**config.mk**
```make
export PLATFORM = sky130hd
export DESIGN_NAME = smr_regs
export DESIGN_NICKNAME = d
export VERILOG_FILES = /design/src/include/smr_pkg.sv /design/src/smr_regs.sv
export SDC_FILE = /design/constraint.sdc
export NUM_CORES = 1
export LEC_CHECK = 0
export BUFFER_PORTS_ARGS = -buffer_cell sky130_fd_sc_hd__buf_2
export CAP_MARGIN = 15
export CELL_PAD_IN_SITES_DETAIL_PLACEMENT = 1
export CELL_PAD_IN_SITES_GLOBAL_PLACEMENT = 1
export CORE_ASPECT_RATIO = 1.25
export CORE_MARGIN = 5
export CORE_UTILIZATION = 36
export DETAILED_ROUTE_END_ITERATION = 12
export HOLD_SLACK_MARGIN = 0.12
export PLACE_DENSITY_LB_ADDON = 0.1
export RECOVER_POWER = 50
export SKIP_LAST_GASP = 1
export SYNTH_ARGS = -nofsm -noshare
export SYNTH_HDL_FRONTEND = slang
export SYNTH_SLANG_ARGS = --single-unit
```
**constraint.sdc**
```tcl
create_clock -name i_core_clk -period 1.3 [get_ports i_core_clk]
set_clock_uncertainty 0.2 [all_clocks]
set_input_delay 0.195 -clock i_core_clk [delete_from_list [all_inputs] [get_ports i_core_clk]]
set_output_delay 0.195 -clock i_core_clk [all_outputs]
set_load 0.1 [all_outputs]
```
**src/include/smr_pkg.sv**
```systemverilog
// Purpose: constants and carriers for the system integration register bank
// Assumes: 32-bit APB, 16-bit registers in the low half of each word
// Notes: register indices are word indices; byte address is index times four
package smr_pkg;
  localparam int unsigned REG_W = 16;
  localparam int unsigned ADDR_W = 12;
  localparam int unsigned NUM_SCRATCH = 4;
  localparam logic [9:0] IDX_SCRATCH0 = 10'h002;
  localparam logic [9:0] IDX_SCRATCH1 = 10'h003;
  localparam logic [9:0] IDX_SCRATCH2 = 10'h004;
  localparam logic [9:0] IDX_SCRATCH3 = 10'h005;
  localparam logic [9:0] IDX_ID_UPPER = 10'h006;
  localparam logic [9:0] IDX_ID_LOWER = 10'h007;
  localparam logic [9:0] IDX_PWR = 10'h008;
  localparam logic [9:0] IDX_CLKOUT = 10'h00a;
  localparam logic [9:0] IDX_RATE = 10'h00b;
  localparam int unsigned IDX_LSB = 2;
  // regulator standby field, bits 1:0
  localparam int unsigned PWR_MODE_BIT = 0;
  localparam int unsigned PWR_LOCK_BIT = 1;
  // clock output select fields
  localparam int unsigned CLKOUT_ROUTE_LSB = 6;
  localparam int unsigned CLKOUT_TEST_LSB = 0;
  localparam logic [5:0] CLKOUT_TEST_RESET = 6'h20;
  localparam logic [3:0] CLKOUT_ROUTE_RESET = 4'h0;
  // rate select bits
  localparam int unsigned RATE_I2C_BIT = 12;
  localparam int unsigned RATE_PWM_BIT = 13;
  localparam int unsigned RATE_TMR_BIT = 14;
  localparam logic [15:0] SCRATCH_RESET = 16'h0000;
  localparam logic [15:0] READ_ZERO = 16'h0000;

  typedef struct packed {
    logic mode;
    logic lock;
  } smr_standby_t;

  typedef struct packed {
    logic tmr;
    logic pwm;
    logic i2c;
  } smr_rate_t;

  typedef struct packed {
    logic relax_osc;
    logic sys_1x;
    logic sys_2x;
    logic sys_3x;
  } smr_clk_src_t;

  typedef struct packed {
    logic clk_tmr;
    logic clk_pwm;
    logic clk_i2c;
  } smr_periph_clk_t;

  typedef struct packed {
    logic [NUM_SCRATCH-1:0][REG_W-1:0] scratch;
    smr_standby_t standby;
    logic [3:0] route;
    logic [5:0] test;
    smr_rate_t rate;
    logic [31:0] rdata;
  } smr_state_t;
endpackage : smr_pkg

```
**src/smr_regs.sv**
```systemverilog
// Purpose: system integration register bank on APB
// Assumes: i_nrst is the power-on reset; i_sys_reset marks the other resets
// Notes: zero wait states; read data is latched in the setup cycle
//
// Our own choice: the APB register port.
`timescale 1ns/10ps

// Operation
// - four freely writable 16-bit scratch words
// - scratch cleared by power-on reset only
// - read-only upper identification half, constant
// - read-only lower identification half, constant
// - standby field 00 normal, 01 standby
// - 10/11 select mode and lock field
// - bit 9 routes pin 3 to relax clock
// - bit 8 routes pin 2 to system clock
// - bit 7 routes pin 1 to 2x clock
// - bit 6 routes pin 0 to 3x clock
// - route bits reset to zero, PWM default
// - clock-out bit 5 resets to one
// - clock-out bits 4:0 reset to zero
// - clock mux is test only, not glitch-free
// - rate bits zero give system clock rate
// - 3x rate only with PLL clock source
// - bit 14 selects timer clock rate
// - bit 13 selects PWM clock rate
// - bit 12 selects two-wire clock rate
// - unused bits of power and rate read zero
// - power-on reset distinct from system resets
module smr_regs #(
  parameter logic [15:0] CHIP_ID_UPPER = 16'h0a5c,
  parameter logic [15:0] CHIP_ID_LOWER = 16'h3c71
) (
  input wire logic i_core_clk,
  input wire logic i_nrst,
  input wire logic i_sys_reset,
  input wire logic i_psel,
  input wire logic i_penable,
  input wire logic i_pwrite,
  input wire logic [smr_pkg::ADDR_W-1:0] i_paddr,
  input wire logic [31:0] i_pwdata,
  input wire logic [3:0] i_pstrb,
  output logic o_pready,
  output logic o_pslverr,
  output logic [31:0] o_prdata,
  input wire logic i_pll_selected,
  input wire smr_pkg::smr_clk_src_t i_clk_src,
  input wire logic [3:0] i_pwm_n,
  output logic [3:0] o_port_a_out,
  output smr_pkg::smr_periph_clk_t o_periph_clk,
  output smr_pkg::smr_rate_t o_rate_select,
  output logic o_regulator_standby,
  output logic o_regulator_locked,
  output logic [3:0] o_pin_clock_route
);

  // all state sits in one packed register
  smr_pkg::smr_state_t state;
  smr_pkg::smr_state_t next_state;

  // power-on values; other resets reload all but the scratch words
  localparam smr_pkg::smr_state_t POR_STATE = '{
    scratch: {smr_pkg::NUM_SCRATCH{smr_pkg::SCRATCH_RESET}},
    standby: '0,
    route: smr_pkg::CLKOUT_ROUTE_RESET,
    test: smr_pkg::CLKOUT_TEST_RESET,
    rate: '0,
    rdata: '0
  };

  logic [9:0] idx;
  logic setup_rd;
  logic access_wr;
  logic [15:0] wdata;
  logic [15:0] clkout_word;
  logic [15:0] rate_word;
  logic [15:0] pwr_word;

  // byte-lane merge of the low 16 bits
  function automatic logic [15:0] lane_merge(
    input logic [15:0] old_val,
    input logic [15:0] new_val,
    input logic [1:0] strb
  );
    logic [15:0] res;
    res = old_val;
    if (strb[0]) begin
      res[7:0] = new_val[7:0];
    end
    if (strb[1]) begin
      res[15:8] = new_val[15:8];
    end
    return res;
  endfunction : lane_merge

  // power word: field in bits 1:0, the rest reads zero
  function automatic logic [15:0] pack_pwr(
    input smr_pkg::smr_standby_t sb
  );
    logic [15:0] res;
    res = smr_pkg::READ_ZERO;
    res[smr_pkg::PWR_MODE_BIT] = sb.mode;
    res[smr_pkg::PWR_LOCK_BIT] = sb.lock;
    return res;
  endfunction : pack_pwr

  // clock-out word: route bits above the test field
  function automatic logic [15:0] pack_clkout(
    input logic [3:0] route,
    input logic [5:0] test
  );
    logic [15:0] res;
    res = smr_pkg::READ_ZERO;
    res[smr_pkg::CLKOUT_ROUTE_LSB +: 4] = route;
    res[smr_pkg::CLKOUT_TEST_LSB +: 6] = test;
    return res;
  endfunction : pack_clkout

  // rate word: only the three select bits are stored
  function automatic logic [15:0] pack_rate(
    input smr_pkg::smr_rate_t rate
  );
    logic [15:0] res;
    res = smr_pkg::READ_ZERO;
    res[smr_pkg::RATE_TMR_BIT] = rate.tmr;
    res[smr_pkg::RATE_PWM_BIT] = rate.pwm;
    res[smr_pkg::RATE_I2C_BIT] = rate.i2c;
    return res;
  endfunction : pack_rate

  // a locked field ignores every write until a reset
  function automatic smr_pkg::smr_standby_t write_pwr(
    input smr_pkg::smr_standby_t sb,
    input logic [15:0] word
  );
    smr_pkg::smr_standby_t res;
    res = sb;
    if (!sb.lock) begin
      res.mode = word[smr_pkg::PWR_MODE_BIT];
      res.lock = word[smr_pkg::PWR_LOCK_BIT];
    end
    return res;
  endfunction : write_pwr

  // rate selects taken from a merged write word
  function automatic smr_pkg::smr_rate_t write_rate(
    input logic [15:0] word
  );
    smr_pkg::smr_rate_t res;
    res.tmr = word[smr_pkg::RATE_TMR_BIT];
    res.pwm = word[smr_pkg::RATE_PWM_BIT];
    res.i2c = word[smr_pkg::RATE_I2C_BIT];
    return res;
  endfunction : write_rate

  // test-only pin mux, no glitch protection
  function automatic logic route_pin(
    input logic sel,
    input logic clk,
    input logic pwm_n
  );
    return sel ? clk : pwm_n;
  endfunction : route_pin

  // fast rate only while the PLL drives the system clock
  function automatic logic rate_grant(
    input logic want_fast,
    input logic pll_on
  );
    return want_fast && pll_on;
  endfunction : rate_grant

  // peripheral clock: triple rate when granted, else system rate
  function automatic logic pick_clock(
    input logic fast,
    input smr_pkg::smr_clk_src_t src
  );
    return fast ? src.sys_3x : src.sys_1x;
  endfunction : pick_clock

  // read decode; unlisted offsets read zero
  function automatic logic [15:0] read_mux(
    input logic [9:0] a,
    input smr_pkg::smr_state_t st,
    input logic [15:0] pwr,
    input logic [15:0] clkout,
    input logic [15:0] rate
  );
    logic [15:0] res;
    case (a)
      smr_pkg::IDX_SCRATCH0: begin
        res = st.scratch[0];
      end
      smr_pkg::IDX_SCRATCH1: begin
        res = st.scratch[1];
      end
      smr_pkg::IDX_SCRATCH2: begin
        res = st.scratch[2];
      end
      smr_pkg::IDX_SCRATCH3: begin
        res = st.scratch[3];
      end
      smr_pkg::IDX_ID_UPPER: begin
        res = CHIP_ID_UPPER;
      end
      smr_pkg::IDX_ID_LOWER: begin
        res = CHIP_ID_LOWER;
      end
      smr_pkg::IDX_PWR: begin
        res = pwr;
      end
      smr_pkg::IDX_CLKOUT: begin
        res = clkout;
      end
      smr_pkg::IDX_RATE: begin
        res = rate;
      end
      default: begin
        res = smr_pkg::READ_ZERO;
      end
    endcase
    return res;
  endfunction : read_mux

  // other resets reload control fields; scratch words survive
  function automatic smr_pkg::smr_state_t sys_reset_state(
    input smr_pkg::smr_state_t st
  );
    smr_pkg::smr_state_t res;
    res = POR_STATE;
    res.scratch = st.scratch;
    return res;
  endfunction : sys_reset_state

  // word index from the byte address; low two bits ignored
  assign idx = i_paddr[smr_pkg::ADDR_W-1:smr_pkg::IDX_LSB];
  assign setup_rd = i_psel && !i_penable && !i_pwrite;
  assign access_wr = i_psel && i_penable && i_pwrite;
  assign wdata = i_pwdata[15:0];

  always_comb begin
    pwr_word = pack_pwr(state.standby);
    clkout_word = pack_clkout(state.route, state.test);
    rate_word = pack_rate(state.rate);
  end

  always_comb begin
    logic [15:0] merged;
    logic [15:0] rd;
    merged = smr_pkg::READ_ZERO;
    rd = smr_pkg::READ_ZERO;
    next_state = state;

    // read data captured in setup, shown in the access cycle
    if (setup_rd) begin
      rd = read_mux(idx, state, pwr_word, clkout_word, rate_word);
      next_state.rdata = {16'h0000, rd};
    end

    // writes merge byte lanes with the stored word
    if (access_wr) begin
      case (idx)
        smr_pkg::IDX_SCRATCH0: begin
          next_state.scratch[0] = lane_merge(state.scratch[0], wdata, i_pstrb[1:0]);
        end
        smr_pkg::IDX_SCRATCH1: begin
          next_state.scratch[1] = lane_merge(state.scratch[1], wdata, i_pstrb[1:0]);
        end
        smr_pkg::IDX_SCRATCH2: begin
          next_state.scratch[2] = lane_merge(state.scratch[2], wdata, i_pstrb[1:0]);
        end
        smr_pkg::IDX_SCRATCH3: begin
          next_state.scratch[3] = lane_merge(state.scratch[3], wdata, i_pstrb[1:0]);
        end
        smr_pkg::IDX_PWR: begin
          merged = lane_merge(pwr_word, wdata, i_pstrb[1:0]);
          next_state.standby = write_pwr(state.standby, merged);
        end
        smr_pkg::IDX_CLKOUT: begin
          merged = lane_merge(clkout_word, wdata, i_pstrb[1:0]);
          next_state.route = merged[smr_pkg::CLKOUT_ROUTE_LSB +: 4];
          next_state.test = merged[smr_pkg::CLKOUT_TEST_LSB +: 6];
        end
        smr_pkg::IDX_RATE: begin
          merged = lane_merge(rate_word, wdata, i_pstrb[1:0]);
          next_state.rate = write_rate(merged);
        end
        default: begin
          next_state.rdata = state.rdata;
        end
      endcase
    end

    // system resets reload control fields but keep scratch
    if (i_sys_reset) begin
      next_state = sys_reset_state(next_state);
    end
  end

  // power-on reset is asynchronous; other resets are sampled
  always_ff @(posedge i_core_clk or negedge i_nrst) begin
    if (!i_nrst) begin
      state.scratch <= {smr_pkg::NUM_SCRATCH{smr_pkg::SCRATCH_RESET}};
      state.standby <= '0;
      state.route <= smr_pkg::CLKOUT_ROUTE_RESET;
      state.test <= smr_pkg::CLKOUT_TEST_RESET;
      state.rate <= '0;
      state.rdata <= '0;
    end else begin
      state <= next_state;
    end
  end

  // zero wait states; the bus never sees an error
  assign o_pready = 1'b1;
  assign o_pslverr = 1'b0;
  assign o_prdata = state.rdata;

  // test-only clock routing, switching may glitch
  always_comb begin
    o_port_a_out[3] = route_pin(state.route[3], i_clk_src.relax_osc, i_pwm_n[3]);
    o_port_a_out[2] = route_pin(state.route[2], i_clk_src.sys_1x, i_pwm_n[2]);
    o_port_a_out[1] = route_pin(state.route[1], i_clk_src.sys_2x, i_pwm_n[1]);
    o_port_a_out[0] = route_pin(state.route[0], i_clk_src.sys_3x, i_pwm_n[0]);
  end

  // 3x rate granted only while the PLL drives the system clock
  always_comb begin
    o_rate_select.tmr = rate_grant(state.rate.tmr, i_pll_selected);
    o_rate_select.pwm = rate_grant(state.rate.pwm, i_pll_selected);
    o_rate_select.i2c = rate_grant(state.rate.i2c, i_pll_selected);
    o_periph_clk.clk_tmr = pick_clock(o_rate_select.tmr, i_clk_src);
    o_periph_clk.clk_pwm = pick_clock(o_rate_select.pwm, i_clk_src);
    o_periph_clk.clk_i2c = pick_clock(o_rate_select.i2c, i_clk_src);
  end

  assign o_regulator_standby = state.standby.mode;
  assign o_regulator_locked = state.standby.lock;
  assign o_pin_clock_route = state.route;

endmodule : smr_regs
```
; ---- After elaboration in Yosys (flattened, before gate mapping)
; Cells that the tools add are included.
[word_totals]
ff_bits = 111
elab_cells = 76
input_bits = 63
out_inout_bits = 50
[classes]
n_reduce_logical = 20
mux = 32
n_eq_ne = 11
[ops]
columns = operator, n
row1 = $pmux 16 s9, 1
row2 = $mux 111, 1
row3 = $mux 8, 9
row4 = $mux 16, 4
row5 = $mux 32, 2
row6 = $mux 47, 1
row7 = $eq 10x3->1 const B, 4
row8 = $eq 10x4->1 const B, 3
row9 = $eq 10x2->1 const B, 2
row10 = $reduce_bool 2->1, 6
row11 = $mux 10, 1
row12 = $reduce_and 3->1, 3
row13 = $mux 2, 4
row14 = $logic_and 1x1->1, 7
row15 = $mux 1, 7
row16 = $mux 7, 1
row17 = $reduce_or 7->1, 1
row18 = $reduce_and 4->1, 1
row19 = $mux 3, 1
row20 = $ne 3x3->1 const B, 1
row21 = $logic_not 1->1, 2
row22 = $ne 2x2->1 const B, 1

; ---- Depth between registers and ports, before layout
; Gate-level depths: netlist of the first run.
[depth]
word_depth = 7
depth_mapped = 6
ltp_nobuf = 4

; ---- Worst setup path after synthesis of the first run
; OpenSTA, ideal clock, no wires.
[synth_path]
kind = register to output
startpoint = register state (netlist bit rate_word[14])
endpoint = output o_periph_clk[2] in the netlist's numbering
slack_ps = -865
path_stages_with_launch = 3
required_time_ps = 905
path_buffers = 0
arrival_ps = 1770
path_cell_list = dfrtp_1 > and2_1 > mux2_2
[synth_lines]
columns = item, line
row1 = "start, declared", smr_regs.sv:58  ; smr_pkg::smr_state_t state;
row2 = "start signal, assigned", smr_regs.sv:310  ; state <= next_state;
row3 = "end, declared", smr_regs.sv:50  ; output smr_pkg::smr_periph_clk_t o_periph_clk,

; ---- Final worst setup path of the first run
[layout_path]
startpoint = input i_paddr[6] in the netlist's numbering
endpoint = register state (netlist bit o_prdata[15])
[layout_via]
elab_chain_len = 6
elab_cells_between_ends = 16
cone_classes = eq/ne: 10 / mux: 5 / reduce/logical: 1
[layout_lines]
columns = item, line
row1 = "start, declared", smr_regs.sv:40  ; input wire logic [smr_pkg::ADDR_W-1:0] i_paddr,
row2 = $eq 10x4->1 (tied with other cells), "smr_regs.sv:190, smr_regs.sv:262"
row3 = $pmux 16 s9, smr_regs.sv:190  ; case (a)
row4 = $mux 32, smr_regs.sv:255  ; if (setup_rd) begin
row5 = $mux 32, smr_regs.sv:262  ; case (idx)
row6 = $mux 111, smr_regs.sv:261  ; if (access_wr) begin
row7 = $mux 47, smr_regs.sv:295  ; if (i_sys_reset) begin
; Several ways; a longest one is shown, not always the timed one. The select of a mux whose other input is x is not followed.
; A chain may end at the register's enable or synchronous reset.

==> reports/metrics.cfg, run 1 <==
[layout]
syn2layout_area_growth_pct=56.0
stdcell_count=806
seqCellArea_um2=2380
drive_above_1_share_pct=56.6
fin_nets=689
diodes=0
multi_input_area_um2=2810
num-fill-cells=1422

[die]
die-area_um2=16500
die-width_um=116
rows=48
io_pins=113
fp.coreArea_um2=13800
dieHeight_um=142
initial_core_util_pct=36.6

[detailed_routing]
antenna_left=0
dr_total_vias=4257
wl_per_cell_um=22.0
drt_first_iter_violations=134
totalWireLength_um=17700
firstDrtPassIters=4
avgViaCountPerCell=5.28
route.detailed.drc=0

[worst_setup_path]
endpoint_kind=flop
cp_max_fo=6
crit_path_start_kind=primary input
critPathKind=primary input to flop
cp.arrival_ps=1920
worstPathRequired_ps=1400

[run_status]
status=complete, but fails checks
violations=negative setup slack

[sta]
final_max_slew_viol_count=0
fmax_mhz=549
relSlewSlack_pct=61.4
setup_slack_ps=-521
grt_setup_unrepaired=yes
setup_violations=127
hold_viol=0
fin_crit_sh_pct=140
finalCriticalPeriod_ps=1820
final.setup.tns_ps=-49980
tightest_slew_ps=579

[power]
p_leak_nw=3.61
ir_worst_vdd_mv=1.03
p_per_area_nw_per_um2=865

[placed_design]
dp_hpwl_um=11800
place_inst=736
io_buffer_count=74
gp_congestion=0.763

[global_route]
grt_usage_pct=22.1
antenna_found_initial=0
grt_pass1_wl_um=27800
grt_max_degree=62
grt_pass1_vias=4846
overflow=0

[clocking]
clock_latency_ps=350
numCtsBuffers=9
clk_pin_slew_ps=80
clock_sinks=95
cts-root-buf=clkbuf_16
cts_tree=yes
cts_buffer_depth=2
htreeDepth=3

[flow_run]
maxCapViolCount=0

[logic_synthesis]
synth_edf_count=0
yosysWarnings=0
synth_top_area_share_pct=46.7
synth_area_um2=5040
synth_area_per_cell_um2=11.2
ys_ff_latch=95
synth_top_area_cell=dfrtp_1
synth_fa_ha_area_share_pct=0
yosys-top-cells-count=94 x dfrtp_1, 77 x mux2_2, 38 x buf_4
ys_async_sr_fraction_pct=100
ys_seq_area_share_pct=47.2
synth-simple-area-share_pct=15.5
yosysMostFrequentCell=dfrtp_1
yosys_most_used_dff=dfrtp_1
synth.area.top_cells=dfrtp_1 47%, mux2_2 17%, buf_4 5.7%
synthMuxAreaShare_pct=20.6
synth_cells=449
synth_cell_types=49
synth-xor-area-share_pct=0
synth_top_family_by_area=multiplexers
synth_compound_area_share_pct=8.82

[min_path]
hp-class=primary input to flop

## sequential cells by signal, summed over array words and instances, names as in the netlist
register             count
o_prdata                16
o_regulator_standby      1
o_regulator_locked       1
clkout_word              6
rate_word                3
o_pin_clock_route        4
state                   64
## timing repair
action / CTS / global route
pin swaps: 25 / 15
hold buffers: 22 / 0
setup endpoints to repair: 127 / 127
gates cloned: 2 / 0
buffers inserted: 23 / 10
hold endpoints to repair: 174 / 0
resized for setup: 105 / 31
## kinds of logic (layout without fill, tap and decap cells)
family	Yosys count	in the layout
and+or+nand+nor	126	128
muxes	94	94
buffers and inverters	63	227
AOI/OAI and AO/OA	69	69
DFF	95	95
other	2	18
## critical path, stage by stage
cell and delay, ps:
buf_6 100, or4_4 600, buf_4 170, nor4_4 300
nor4b_4 250, buf_4 170, a22o_1 120
## final timing paths
kind / from / endpoint / slack (ps) / cells after the start
setup / recovery: i_paddr[6] / o_prdata[15] / -520 / 7
hold / removal: i_sys_reset / o_prdata[12] / 120 / 4
setup reg to reg: state[64] / o_prdata[1] / -350 / 4
hold reg to reg: state[87] / state[87] / 310 / 1
max in group asynchronous: i_nrst / o_prdata[13] / 150 / 3
min in group asynchronous: i_nrst / state[63] / 320 / 3
## stage by stage
step | hold WS [ps] | instance area (um2) | utilization (%) | setup WS [ps] | power (W)
5_1_grt | 130 | 7860 | 57.1 | -586 | 0.00707
6_report | 123 | 7860 | 57.1 | -521 | 0.00680
3_3_place_gp | -11.5 | 6560 | 47.7 | -927 | 0.00390
4_1_cts | 126 | 7700 | 56.0 | -530 | 0.00683
2_1_floorplan | -301 | 5180 | - | -753 | 0.00355
3_5_place_dp | -13.5 | 6560 | 47.7 | -949 | 0.00392
## routing by layer
layer / vias to the layer above / track usage (%) / share of wire, %
li1: 1941 / - / -
met3: 32 / 3.40 / 2.5
met5: - / 0 / 0
met2: 77 / 41.0 / 55
met1: 2207 / 25.5 / 39
met4: 0 / 7.82 / 3.2
## placed cells by master (no fill, tap or decap), types with 11 or more instances in the layout
cell type / synthesis / layout
dlygate4sd3_1: 0 / 22
nand2_1: 32 / 20
buf_4: 38 / 79
mux2i_1: 16 / 16
mux2_4: 0 / 24
dfrtp_1: 94 / 89
buf_2: 2 / 35
conb_1: 2 / 18
buf_12: 0 / 38
nor2_1: 15 / 11
mux2_2: 77 / 54
buf_6: 1 / 29
## report_power, final
part	switching, W	leakage, nW	total [W]	internal [W]
Clock	0.00126	0.150	0.00280	0.00154
Combinational	0.000700	2.15	0.00104	0.000337
Sequential	0.00000253	1.32	0.00296	0.00296
## layout make-up
class	instances	share of cell area, %
clock inverters	7	1.10
inverters	4	0.191
repair buffers	207	26.9
multi-input cells	309	35.8
clock buffers	9	2.87
well taps	175	2.79
flip-flops and latches	95	30.4
(Power assumes the default switching activity.)
==> inputs of run 2 (changes only) <==
Settings changed: CORE_ASPECT_RATIO 1.25 to 1.4, CORE_UTILIZATION 36 to 35, PLACE_DENSITY set to 0.78, PLACE_DENSITY_LB_ADDON 0.1 to not set.
==> reports/metrics.cfg, run 2 (synthesis results as in run 1) <==
[layout]
fin_util_pct=55.3  ; -1.8 points
mostFrequentLayoutCells=88 x dfrtp_1, 81 x buf_4, 54 x mux2_2
finalInstanceArea_um2=7920  ; +0.84%
fin_nets=692  ; +0.44%
diodes=0  ; unchanged
top_register=state
syn2layout_area_growth_pct=57.3
drive_above_1_share_pct=57.7  ; +1.2 points
layout_commonest_cell=dfrtp_1
largest_register_ffs=64  ; unchanged

[sta]
fin_crit_sh_pct=146  ; +6.0 points
finalCriticalPeriod_ps=1900  ; +77.5 ps
relSlewSlack_pct=36.5  ; -25 points
hold_viol=0  ; unchanged
setup_slack_ps=-599  ; -77.5 ps
fin_hold_ws_ps=143  ; +19.7 ps
fmax_mhz=527  ; -4.1%
setup_violations=127  ; unchanged
grt_setup_unrepaired=yes
final.setup.tns_ps=-48160  ; +1820 ps
final_max_slew_viol_count=0  ; unchanged
tightest_slew_ps=951  ; +372 ps

[worst_setup_path]
cp_max_fo=7  ; +1
cp_num_buf_inv=1  ; -2
crit-reg2reg-capture=o_prdata[0]
max_stage_delay_ps=630  ; +30 ps
rr_startpoint=state[95]
worstPathRequired_ps=1370  ; -30 ps
endpoint=o_prdata[4]
cp_top_family=simple AND/OR/NAND/NOR gates
endpoint_kind=flop
crit_path_start_kind=primary input
cp.arrival_ps=1970  ; +50 ps
ff2ff_setup_slack_ps=-460  ; -110 ps
critical_path_depth=5  ; -2
crit_top_cell=or4_4
rr_worst_depth=4  ; unchanged
critPathLaunch=i_paddr[6]
cp_slowest_cell=or4_4
path_cells=buf_6 -> or4_4 -> nand2b_4 -> or4_4 -> a32oi_2
critPathKind=primary input to flop

[clocking]
cts_tree=yes
numCtsBuffers=9  ; unchanged
htreeDepth=3  ; unchanged
cts-root-buf=clkbuf_16
clk_pin_slew_ps=80  ; about the same
clock_latency_ps=370  ; +20 ps
cts_buffer_depth=2  ; unchanged
clock_sinks=95  ; unchanged
ctsHoldBuffers=19  ; -14%

[die]
dieHeight_um=152  ; +6.8%
die-width_um=111  ; -3.8%
fp.coreArea_um2=14300  ; +4.1%
initial_core_util_pct=35.2  ; -1.4 points
die-area_um2=16900  ; +2.7%
io_pins=113  ; unchanged
rows=52  ; +8.3%

[detailed_routing]
antenna_left=0  ; unchanged
drt_first_iter_violations=336  ; +150%
dr_total_vias=4696  ; +10%
wl_per_cell_um=26.8  ; +22%
totalWireLength_um=22000  ; +24%
avgViaCountPerCell=5.71  ; +8.0%
route.detailed.drc=0  ; unchanged
firstDrtPassIters=5  ; +1

[placed_design]
postPlaceCellArea_um2=6560  ; unchanged
io_buffer_count=74  ; unchanged
dp_hpwl_um=12100  ; +2.3%
gp_congestion=0.877  ; +15%
dp_worst_setup_slack_ps=-1020  ; -69.6 ps

[global_route]
grt_usage_pct=23.6  ; +1.4 points
grt_max_degree=29  ; -53%
grt_pass1_wl_um=30900  ; +11%
antenna_found_initial=0  ; unchanged
grt_pass1_vias=5110  ; +5.4%
overflow=0  ; unchanged

[min_path]
min_path_cells=4  ; unchanged
hp-class=primary input to flop

[run_status]
violations=negative setup slack
status=complete, but fails checks

[power]
ir_worst_vdd_mv=0.709  ; -31%
p_leak_nw=3.60  ; -0.28%
p_per_area_nw_per_um2=870  ; +0.49%

[flow_run]
maxCapViolCount=0  ; unchanged

## run 2: changes by cell type in the layout (fill, tap and decap cells not counted), moves of 3 or more
| cell | before | now |
|---|---|---|
| mux2i_2 | 0 | 3 |
| nand2_2 | 4 | 0 |
| mux2i_1 | 16 | 13 |
| buf_8 | 2 | 5 |
| nand2_4 | 4 | 7 |
| dlygate4sd3_1 | 22 | 19 |
| buf_6 | 29 | 32 |
## run 2: worst min-delay path by stage
stage                           start             end  slack, ps
after floorplan                i_nrst  clkout_word[0]       -300
after global placement         i_nrst  clkout_word[0]       -100
after detailed placement       i_nrst  clkout_word[0]       -100
after CTS                      i_nrst    o_prdata[14]         80
after global routing      i_sys_reset  clkout_word[5]        150
final                     i_sys_reset  clkout_word[5]        140
## run 2: power by group
group	leakage, nW	switching (W)	internal (W)
clock network	0.153	0.00133	0.00153
registers	1.31	0.00000316	0.00296
logic	2.14	0.000733	0.000335
## run 2: per-stage QoR
step	total power (W)	std cells
2_1_floorplan	0.00355	465
3_3_place_gp	0.00388	751
3_5_place_dp	0.00390	751
4_1_cts	0.00681	810
5_1_grt	0.00706	823
6_report	0.00689	823
## run 2: per-layer routing
layer / up-vias / global-route usage, % / routed length, um
li1: 1948 / - / -
met1: 2404 / 25.9 / 7710
met2: 245 / 42.3 / 11700
met3: 99 / 4.58 / 1180
met4: 0 / 12.8 / 1480
met5: - / 0 / 0
## run 2: area by class of cell
type,count,area (um2)
fillers,1487,6390
multi-input cells,309,2830
flip-flops and latches,95,2390
repair buffers,210,2140
well taps,189,236
clock buffers,9,225
clock inverters,7,90.1
inverters,4,15.0
## run 2: worst min-delay path: stages
cell	delay, ps
buf_2	140
buf_4	190
nor3_2	60
nor2_1	90
## run 2: what timing repair did
action | 4_1_cts | 5_1_grt
resized for setup | 109 | 36
pin swaps | 30 | 21
endpoints found under the setup margin | 127 | 127
buffers inserted | 23 | 15
endpoints found under the hold margin | 174 | 9
gates cloned | 2 | 0
